===== src/core/agsp_pkg.sv =====
// Behaviour
// Mux steering bit makes both general pins follow the sequencer channel index.
// Sequencer steers at most four channels, so two pins carry the index.
// After each external mux switch, wait the configured settling delay before converting.
// Sync input enabled (reset one): low pin holds modulator and filter in reset.
// Deferred hold: low pin at channel switch blocks next conversion until pin high.
// Deferred hold acts only with several channels enabled, else ordinary sync hold.
// Two-bit fault-pin function field; zero disables, resets to zero.
// Fault input: inverted pin ORed into converter fault flag; level bit shows pin.
// Open-drain fault output: ORed status faults, inverted, drive the shared line.
// General output role drives pin high or low from the level bit, push-pull.
// Function code three selects the general-purpose output role.
// Level bit sets output level, reads back sampled pin when an input.
// Pin one input enable bit makes pin one an input; resets zero.
// Pin zero input enable bit makes pin zero an input; resets zero.
// Pin one output enable bit drives pin one; resets zero.
// Pin zero output enable bit drives pin zero; resets zero.
// Pin one data bit is driven level when output, sampled level when input.
// Pin zero data bit is driven level when output, sampled level when input.
// Software writes zero to bits seven and six; device reads them as zero.
package agsp_pkg;
    localparam logic [15:0] CFG_RESET = 16'h0800;
    localparam logic [15:0] CFG_WRITE_MASK = 16'h1f3f;
    localparam int EXT_MUX_BIT = 12;
    localparam int SYNC_EN_BIT = 11;
    localparam int FAULT_FN_LSB = 9;
    localparam int FAULT_LEVEL_BIT = 8;
    localparam int PIN1_IN_EN_BIT = 5;
    localparam int PIN0_IN_EN_BIT = 4;
    localparam int PIN1_OUT_EN_BIT = 3;
    localparam int PIN0_OUT_EN_BIT = 2;
    localparam int PIN1_LEVEL_BIT = 1;
    localparam int PIN0_LEVEL_BIT = 0;
    localparam logic [1:0] FAULT_OFF = 2'h0;
    localparam logic [1:0] FAULT_IN = 2'h1;
    localparam logic [1:0] FAULT_OD = 2'h2;
    localparam logic [1:0] FAULT_GPO = 2'h3;
    localparam int MAX_SEQ_CHANNELS = 4;
    typedef enum logic [1:0] {
        AGSP_RUN,
        AGSP_SETTLE,
        AGSP_WAIT_SYNC
    } agsp_state_t;
endpackage


===== src/core/agsp_gpio_sync.sv =====
`timescale 1ns/1ps
`default_nettype none
module agsp_gpio_sync #(
    parameter int DELAY_W = 16,
    parameter int NUM_FAULTS = 4
) (
    // Clock and reset.
    input wire logic mclk_i,
    input wire logic resetn_i,
    // Register port.
    input wire logic cfg_wr_i,
    input wire logic [15:0] cfg_wdata_i,
    output logic [15:0] cfg_rdata_o,
    // Sequencer side.
    input wire logic [1:0] seq_channel_i,
    input wire logic chan_switch_i,
    input wire logic multi_channel_i,
    input wire logic deferred_hold_mode_i,
    input wire logic [DELAY_W-1:0] settle_cycles_i,
    input wire logic [NUM_FAULTS-1:0] status_faults_i,
    input wire logic other_fault_i,
    output logic conv_hold_o,
    output logic conv_start_o,
    output logic converter_fault_o,
    // General pins.
    input wire logic [1:0] general_pin_i,
    output logic [1:0] general_pin_o,
    output logic [1:0] general_pin_oe_o,
    // Sync/fault pin.
    input wire logic sync_fault_pin_i,
    output logic sync_fault_pin_o,
    output logic sync_fault_pin_oe_o
);
    initial begin
        if (DELAY_W < 1 || NUM_FAULTS < 1) begin
            $error("agsp_gpio_sync: widths must be at least one");
        end
    end

    typedef struct packed {
        logic [15:0] cfg;
        logic [1:0] gp_s1;
        logic [1:0] gp_s2;
        logic sf_s1;
        logic sf_s2;
        logic [1:0] pin_out;
        logic [1:0] pin_oe;
        logic sf_out;
        logic sf_oe;
        logic hold;
        logic start;
        logic fault;
        agsp_pkg::agsp_state_t state;
        logic [DELAY_W-1:0] count;
    } agsp_regs_t;

    agsp_regs_t r;
    agsp_regs_t next_r;
    logic [1:0] fault_fn;
    logic sync_en;
    logic ext_mux;
    logic deferred;

    assign fault_fn = r.cfg[agsp_pkg::FAULT_FN_LSB +: 2];
    assign sync_en = r.cfg[agsp_pkg::SYNC_EN_BIT];
    assign ext_mux = r.cfg[agsp_pkg::EXT_MUX_BIT];
    // A deferred hold without several channels degrades to the plain hold.
    assign deferred = deferred_hold_mode_i && multi_channel_i;

    always_comb begin
        next_r = r;
        next_r.gp_s1 = general_pin_i;
        next_r.gp_s2 = r.gp_s1;
        next_r.sf_s1 = sync_fault_pin_i;
        next_r.sf_s2 = r.sf_s1;
        next_r.start = 1'b0;
        if (cfg_wr_i) begin
            next_r.cfg = cfg_wdata_i & agsp_pkg::CFG_WRITE_MASK;
        end
        // Two pins encode the channel index, which caps steering at four.
        if (ext_mux) begin
            next_r.pin_out = seq_channel_i;
            next_r.pin_oe = 2'h3;
        end else begin
            next_r.pin_out = {next_r.cfg[agsp_pkg::PIN1_LEVEL_BIT], next_r.cfg[agsp_pkg::PIN0_LEVEL_BIT]};
            next_r.pin_oe[1] = next_r.cfg[agsp_pkg::PIN1_OUT_EN_BIT] && !next_r.cfg[agsp_pkg::PIN1_IN_EN_BIT];
            next_r.pin_oe[0] = next_r.cfg[agsp_pkg::PIN0_OUT_EN_BIT] && !next_r.cfg[agsp_pkg::PIN0_IN_EN_BIT];
        end
        // Input pins overwrite their data bits with the sampled level.
        if (r.cfg[agsp_pkg::PIN1_IN_EN_BIT] && !cfg_wr_i) begin
            next_r.cfg[agsp_pkg::PIN1_LEVEL_BIT] = r.gp_s2[1];
        end
        if (r.cfg[agsp_pkg::PIN0_IN_EN_BIT] && !cfg_wr_i) begin
            next_r.cfg[agsp_pkg::PIN0_LEVEL_BIT] = r.gp_s2[0];
        end
        if (fault_fn == agsp_pkg::FAULT_IN && !cfg_wr_i) begin
            next_r.cfg[agsp_pkg::FAULT_LEVEL_BIT] = r.sf_s2;
        end
        next_r.fault = other_fault_i || (fault_fn == agsp_pkg::FAULT_IN && !r.sf_s2);
        unique case (next_r.cfg[agsp_pkg::FAULT_FN_LSB +: 2])
            agsp_pkg::FAULT_OD: begin
                // Open drain only ever pulls low, so devices can share the line.
                next_r.sf_out = 1'b0;
                next_r.sf_oe = |status_faults_i;
            end
            agsp_pkg::FAULT_GPO: begin
                next_r.sf_out = next_r.cfg[agsp_pkg::FAULT_LEVEL_BIT];
                next_r.sf_oe = 1'b1;
            end
            default: begin
                next_r.sf_out = 1'b0;
                next_r.sf_oe = 1'b0;
            end
        endcase
        next_r.hold = sync_en && !deferred && !r.sf_s2;
        unique case (r.state)
            agsp_pkg::AGSP_RUN: begin
                if (chan_switch_i) begin
                    if (ext_mux && settle_cycles_i != '0) begin
                        next_r.count = settle_cycles_i;
                        next_r.state = agsp_pkg::AGSP_SETTLE;
                    end else if (sync_en && deferred && !r.sf_s2) begin
                        next_r.state = agsp_pkg::AGSP_WAIT_SYNC;
                    end else begin
                        next_r.start = 1'b1;
                    end
                end
            end
            agsp_pkg::AGSP_SETTLE: begin
                next_r.count = r.count - 1'b1;
                if (r.count == DELAY_W'(1)) begin
                    if (sync_en && deferred && !r.sf_s2) begin
                        next_r.state = agsp_pkg::AGSP_WAIT_SYNC;
                    end else begin
                        next_r.state = agsp_pkg::AGSP_RUN;
                        next_r.start = 1'b1;
                    end
                end
            end
            agsp_pkg::AGSP_WAIT_SYNC: begin
                if (r.sf_s2 || !sync_en || !deferred) begin
                    next_r.state = agsp_pkg::AGSP_RUN;
                    next_r.start = 1'b1;
                end
            end
            default: begin
                // The fourth code of the state word is unused; fall back to running.
                next_r.state = agsp_pkg::AGSP_RUN;
            end
        endcase
    end

    always_ff @(posedge mclk_i or negedge resetn_i) begin
        if (!resetn_i) begin
            r <= '0;
            r.cfg <= agsp_pkg::CFG_RESET;
            r.gp_s1 <= 2'h0;
            r.state <= agsp_pkg::AGSP_RUN;
        end else begin
            r <= next_r;
        end
    end

    assign cfg_rdata_o = r.cfg;
    assign general_pin_o = r.pin_out;
    assign general_pin_oe_o = r.pin_oe;
    assign sync_fault_pin_o = r.sf_out;
    assign sync_fault_pin_oe_o = r.sf_oe;
    assign conv_hold_o = r.hold;
    assign conv_start_o = r.start;
    assign converter_fault_o = r.fault;
endmodule // agsp_gpio_sync
`default_nettype wire


===== config.mk =====
export PLATFORM = sky130hd
export DESIGN_NAME = agsp_gpio_sync
export DESIGN_NICKNAME = d
export VERILOG_FILES = /design/src/core/agsp_pkg.sv /design/src/core/agsp_gpio_sync.sv
export SDC_FILE = /design/constraint.sdc
export NUM_CORES = 1
export LEC_CHECK = 0
export BUFFER_PORTS_ARGS = -buffer_cell sky130_fd_sc_hd__buf_4
export CAP_MARGIN = 20
export CORE_MARGIN = 2
export CORE_UTILIZATION = 54
export CTS_CLUSTER_SIZE = 8
export DETAILED_ROUTE_END_ITERATION = 12
export PLACE_DENSITY = 0.92
export RECOVER_POWER = 50
export SYNTH_ARGS = -nofsm -noshare
export SYNTH_HDL_FRONTEND = slang
export SYNTH_SLANG_ARGS = --single-unit
export TNS_END_PERCENT = 100

===== constraint.sdc =====
create_clock -name mclk_i -period 4.6 [get_ports mclk_i]
set_clock_uncertainty 0.1 [all_clocks]
set_input_delay 0 -clock mclk_i [delete_from_list [all_inputs] [get_ports mclk_i]]
set_output_delay 0 -clock mclk_i [all_outputs]
set_load 0.02 [all_outputs]

==> flow_summary.ini, run 1 <==
[run_status]
status = finished with violations
violations = capacitance limit, slew limit

[synth]
post-synth-top-area-cell = dfrtp_1
synth-async-reset-ratio_pct = 100.0
synthTopCellsByCount = dfrtp_1, nand2_1, buf_4
synthTopCellsByArea = dfrtp_1, buf_4, mux2i_1
synth_seq_cells = 44
yosys_warnings = 0
synth_top_area_share_pct = 48.31
synthFlopType = dfrtp_1
syn_area_um2 = 2227
ys_types = 51
yosys.cell_count.top_type = dfrtp_1
syn_inst = 218
synth_enable_flop_cells = 0
synth.avg_cell_area_um2 = 10.22
seq_area_frac_synth_pct = 49.49

[floorplan]
io_pins = 73
die_area_um2 = 4654
rows = 23
dieHeight_um = 68.22
start_util_pct = 56.08
die-width_um = 68.22
core_area_um2 = 3971

[place]
globalplace.congestion = 0.9045
dp_hpwl_um = 3537
portBuffers = 62

[min_path]
holdPathEnd = r[16]$_DFFE_PN0P_
min_path_type = in2reg
whs_path_depth = 4
hp-start = chan_switch_i

[route]
drc = 0
drtIter0Drc = 306
ant_nets = 0
vias = 2159
drt_pass1_iterations = 7
routed_wl_um = 6639
routedWlPerCell_um = 18.44
viasPerCell = 5.997

[clock_network]
clock_latency_ns = 0.29
cts_resized = 0
cts_buffers = 5
cts_root_buffer = clkbuf_8
post_cts_buffers = 0
cts_tree = built
cts.sinks = 44
cts_buffer_depth = 2
ctsHtreeMaxLevel = 2
clkSlewWorstSetupHoldPaths_ns = 0.08

[timing]
finalHoldViolCount = 0
slew_violations = 45
finalCritPeriodShare_pct = 55.50
tightest_slew_ns = 2.281
slew_headroom_pct = -52.07
finalSetupViolations = 0
clock.fmax_mhz = 391.7
rsz0062_at_grt = false
timing.hold.ws_ns = 0.04457
fin_tns_setup_ns = 0
fin_crit_ns = 2.553

[cells_and_area]
drive_gt1_share_pct = 25.48
nNetsFinal = 359
n_antenna_cell = 0
fillCellCount = 216
area_growth_pct = 41.29

[run]
max_cap_violations = 1

[pwr]
cellPowerDensity_nw_per_um2 = 427.1
leakagePower_nw = 1.427
ir_drop_mv = 0.2990

[grt]
antenna_found_initial = 0
track_usage_pct = 31.95
grt_pass1_vias = 2136
grt_overflow_total = 0
grt_first_pass_wirelength_um = 10800
grt_start_max_net_pins = 45

[worst_setup_path]
reg2reg_depth = 7
required_ns = 4.67
regToRegSetupSlack_ns = 2.05
crit_path_start_kind = flop
arrival_ns = 2.62
r2r-end = r[12]$_DFFE_PN0P_
endpoint_kind = flop
critPathKind = reg2reg
cp_max_fo = 7
timing.rr.start = r[0]$_DFFE_PN0P_
registers in the layout, summed over array words and instances, names as in the netlist, 2 cells and up:
name / flops
cfg_rdata_o: 11
general_pin_o: 2
general_pin_oe_o: 2
next_r: 3
r: 21
how the worst max path moves through the flow:
stage	from	end	cells past startpoint
floorplan	r[0]$_DFFE_PN0P_	r[14]$_DFFE_PN0P_	8
global placement	r[0]$_DFFE_PN0P_	r[14]$_DFFE_PN0P_	7
detailed placement	r[0]$_DFFE_PN0P_	r[14]$_DFFE_PN0P_	7
CTS	settle_cycles_i[2]	r[5]$_DFFE_PN0P_	7
global route	resetn_i	r[13]$_DFFE_PN0P_	2
finish	r[0]$_DFFE_PN0P_	r[12]$_DFFE_PN0P_	7
critical path, cell delays in order, from the launching register on:
cell	delay [ns]
dfrtp_1	0.45
inv_1	0.13
ha_1	0.20
or3b_1	0.48
nor3_1	0.49
nand2_1	0.21
o211ai_1	0.28
nand3_1	0.11
cells in the final DEF, fill, tap and decap left out, types with 2 or more instances in the layout:
cell type | synthesis | layout
a21oi_1 | 9 | 9
buf_4 | 20 | 56
clkbuf_1 | 5 | 3
clkbuf_4 | 0 | 3
clkbuf_8 | 0 | 6
conb_1 | 1 | 5
dfrtp_1 | 43 | 43
dlygate4sd3_1 | 0 | 44
ha_1 | 2 | 2
inv_1 | 8 | 8
mux2_2 | 3 | 3
mux2i_1 | 10 | 10
nand2_1 | 26 | 26
nand2b_1 | 3 | 3
nand3_1 | 8 | 8
nand3b_1 | 2 | 2
nor2_1 | 11 | 11
nor2b_1 | 2 | 2
nor3_1 | 7 | 7
nor4_1 | 3 | 3
o211a_1 | 2 | 2
o211ai_1 | 5 | 5
o21ai_0 | 12 | 12
o311ai_1 | 2 | 2
or3_1 | 2 | 2
or4_1 | 3 | 3
or4_4 | 2 | 2
metal layers:
layer,GRT usage [%],wire [um]
met3,6.086,548
met5,0,0
met2,51.70,3231
met1,40.56,2446
met4,17.00,412
metrics by stage:
step	util (%)	total power, mW	setup slack [ns]	instance area [um2]	instances
after detailed placement	65.37	0.9612	2.339	2596	308
after floorplan	-	0.8544	2.540	2242	222
after global placement	65.37	0.9416	2.374	2596	308
after global routing	79.24	1.410	1.812	3147	360
after CTS	79.52	1.304	2.289	3158	360
final	79.24	1.344	2.047	3147	360
cell families (layout without fill, tap and decap cells):
| family | Yosys count | count (layout) | synth area share [%] |
|---|---|---|---|
| multiplexers | 13 | 13 | 6.011 |
| AO/OA/AOI/OAI | 43 | 43 | 13.65 |
| other | 1 | 5 | 0.1684 |
| AND/OR/NAND/NOR | 80 | 80 | 20.00 |
| XOR/XNOR | 1 | 1 | 0.3933 |
| adder cells (fa/ha/maj) | 2 | 2 | 1.123 |
| buffers and inverters | 34 | 122 | 9.157 |
| flip-flops | 44 | 44 | 49.49 |
power by group:
group          leakage (nW)  switching (mW)  internal [mW]
combinational         0.843           0.238          0.199
sequential            0.523           0.113          0.480
clock                0.0614           0.137          0.178
total                  1.43           0.487          0.857
area by class of cell:
type / count / area, um2 / area share [%]
inverters: 8 / 30.03 / 0.9543
repair buffers: 106 / 894.6 / 28.43
multi-input cells: 144 / 935.9 / 29.74
well taps: 50 / 62.56 / 1.988
clock inverters: 2 / 38.79 / 1.233
clock buffers: 6 / 82.58 / 2.624
flip-flops and latches: 44 / 1102 / 35.03
what timing repair did:
item	CTS	global route
setup endpoints to repair	0	0
endpoints found under the hold margin	83	0
hold buffers	44	0
(Power assumes the default switching activity.)
==> inputs of run 2 (changes only) <==
--- a/config.mk
+++ b/config.mk
@@ -8,10 +8,10 @@
 export BUFFER_PORTS_ARGS = -buffer_cell sky130_fd_sc_hd__buf_4
 export CAP_MARGIN = 20
 export CORE_MARGIN = 2
-export CORE_UTILIZATION = 54
+export CORE_UTILIZATION = 50
 export CTS_CLUSTER_SIZE = 8
 export DETAILED_ROUTE_END_ITERATION = 12
-export PLACE_DENSITY = 0.92
+export PLACE_DENSITY = 0.87
 export RECOVER_POWER = 50
 export SYNTH_ARGS = -nofsm -noshare
 export SYNTH_HDL_FRONTEND = slang
==> constraint.sdc (replaced) <==
create_clock -name mclk_i -period 2.5 [get_ports mclk_i]
set_clock_uncertainty 0.1 [all_clocks]
set_input_delay 0 -clock mclk_i [delete_from_list [all_inputs] [get_ports mclk_i]]
set_output_delay 0 -clock mclk_i [all_outputs]
set_load 0.02 [all_outputs]
==> flow_summary.ini, run 2 (synthesis results as in run 1) <==
[floorplan]
die-width_um = 70.74
rows = 24
die_area_um2 = 5004
start_util_pct = 51.50
core_area_um2 = 4324
io_pins = 73
dieHeight_um = 70.74

[route]
drc = 0
drtIter0Drc = 182
routedWlPerCell_um = 15.51
routed_wl_um = 5693
drt_pass1_iterations = 4
viasPerCell = 5.485
vias = 2013
ant_nets = 0

[timing]
fin_tns_setup_ns = 0
finalCritPeriodShare_pct = 93.76
setup_slack_ns = 0.1560
timing.hold.ws_ns = 0.03913
slew_violations = 0
finalHoldViolCount = 0
clock.fmax_mhz = 426.6
rsz0062_at_grt = false
slew_headroom_pct = 30.26
fin_crit_ns = 2.344
tightest_slew_ns = 1.046
finalSetupViolations = 0

[pwr]
power.share.switching_pct = 34.50
leakagePower_nw = 1.460
p_clk_share_pct = 23.4
seqPwrFrac_pct = 43.8
cellPowerDensity_nw_per_um2 = 763.4
ir_drop_mv = 0.4777
finalPower_mw = 2.443
intPower_mw = 1.600
pwr-share-comb_pct = 32.8
p_switching_mw = 0.8429

[clock_network]
post_cts_buffers = 0
cts.sinks = 44
cts_buffers = 5
clkSlewWorstSetupHoldPaths_ns = 0.08
cts_buffer_depth = 2
clock_latency_ns = 0.29
cts_root_buffer = clkbuf_8
cts_resized = 0
ctsHtreeMaxLevel = 2
cts_tree = built
cts.hold.buffers_added = 46

[run]
max_cap_violations = 0

[worst_setup_path]
worstPathCellList = dlygate4sd3_1, buf_4, or4_1, o41ai_4, nor3_2, or3_1, o211a_1
crit_path_start_kind = primary input
arrival_ns = 2.43
crit_slowest_cell = or4_1
crit_family = simple AND/OR/NAND/NOR gates
critPathKind = in2reg
critical_path.max_stage_delay_ns = 0.60
cp_num_buf_inv = 2
cp_max_fo = 8
required_ns = 2.59
endpoint_kind = flop

[grt]
grt_start_max_net_pins = 45
antenna_found_initial = 0
grt_overflow_total = 0
grt_pass1_vias = 2064
grt_first_pass_wirelength_um = 9239
track_usage_pct = 23.52

[cells_and_area]
layout.cells.non_filler = 367
multi_input_area_um2 = 935.9
nNetsFinal = 364
fillCellCount = 298
final_common_cell = buf_4
largest_reg_flops = 21
drive_gt1_share_pct = 26.98
area_growth_pct = 43.71
mostFrequentLayoutCells = buf_4, dlygate4sd3_1, dfrtp_1
n_antenna_cell = 0
fin_area_um2 = 3201
post-route-util_pct = 74.02
max_flop_register = r
regArea_um2 = 1102

[place]
dpl.cell_count = 313
dpl_worst_slack_ns = 0.3173
globalplace.congestion = 0.8820
portBuffers = 62
dp_hpwl_um = 3652
placed_area_um2 = 2621

[min_path]
min_path_type = in2reg

[run_status]
status = complete, no violations
[run 2: cell types whose count changed in the layout (fill, tap and decap cells not counted)]
cell           change
dlygate4sd3_1      +2
clkbuf_2           +1
clkbuf_1           -3
buf_4              +5
[run 2: layer usage]
metal	routed length, um	track usage [%]
met1	2217	26.98
met2	2996	40.81
met3	361	6.980
met4	118	10.06
met5	0	0
[run 2: worst paths after layout]
check                                      from                        to  slack [ns]  depth (start not counted)
min                                    cfg_wr_i  cfg_rdata_o[3]$_DFF_PN0_        0.04                          3
max                         settle_cycles_i[10]          r[5]$_DFFE_PN0P_        0.16                          7
min in group asynchronous              resetn_i         r[10]$_DFFE_PN0P_        0.32                          2
max reg2reg                   r[17]$_DFFE_PN0P_         r[15]$_DFFE_PN0P_        0.27                          5
min reg2reg                next_r[27]$_DFF_PN0_           r[27]$_DFF_PN0_        0.25                          0
max in group asynchronous              resetn_i  cfg_rdata_o[3]$_DFF_PN0_        1.33                          2
[run 2: tightest hold or removal path: stages]
cell     delay [ns]
buf_4          0.19
mux2i_1        0.15
inv_1          0.06
[run 2: cell type report]
type                            count  area share, %
Clock buffer                        6          2.580
Clock inverter                      2          1.212
Inverter                            8         0.9382
Multi-Input combinational cell    144          29.24
Sequential cell                    44          34.44
Tap cell                           52          2.033
Timing Repair Buffer              111          29.55
[run 2: power by group through the flow]
stage / clock (mW) / sequential (mW) / combinational, mW
2_1_floorplan: 0 / 1.04 / 0.531
3_3_place_gp: 0 / 1.06 / 0.690
3_5_place_dp: 0 / 1.07 / 0.733
4_1_cts: 0.581 / 1.06 / 0.795
5_1_grt: 0.616 / 1.10 / 0.881
6_report: 0.571 / 1.07 / 0.802
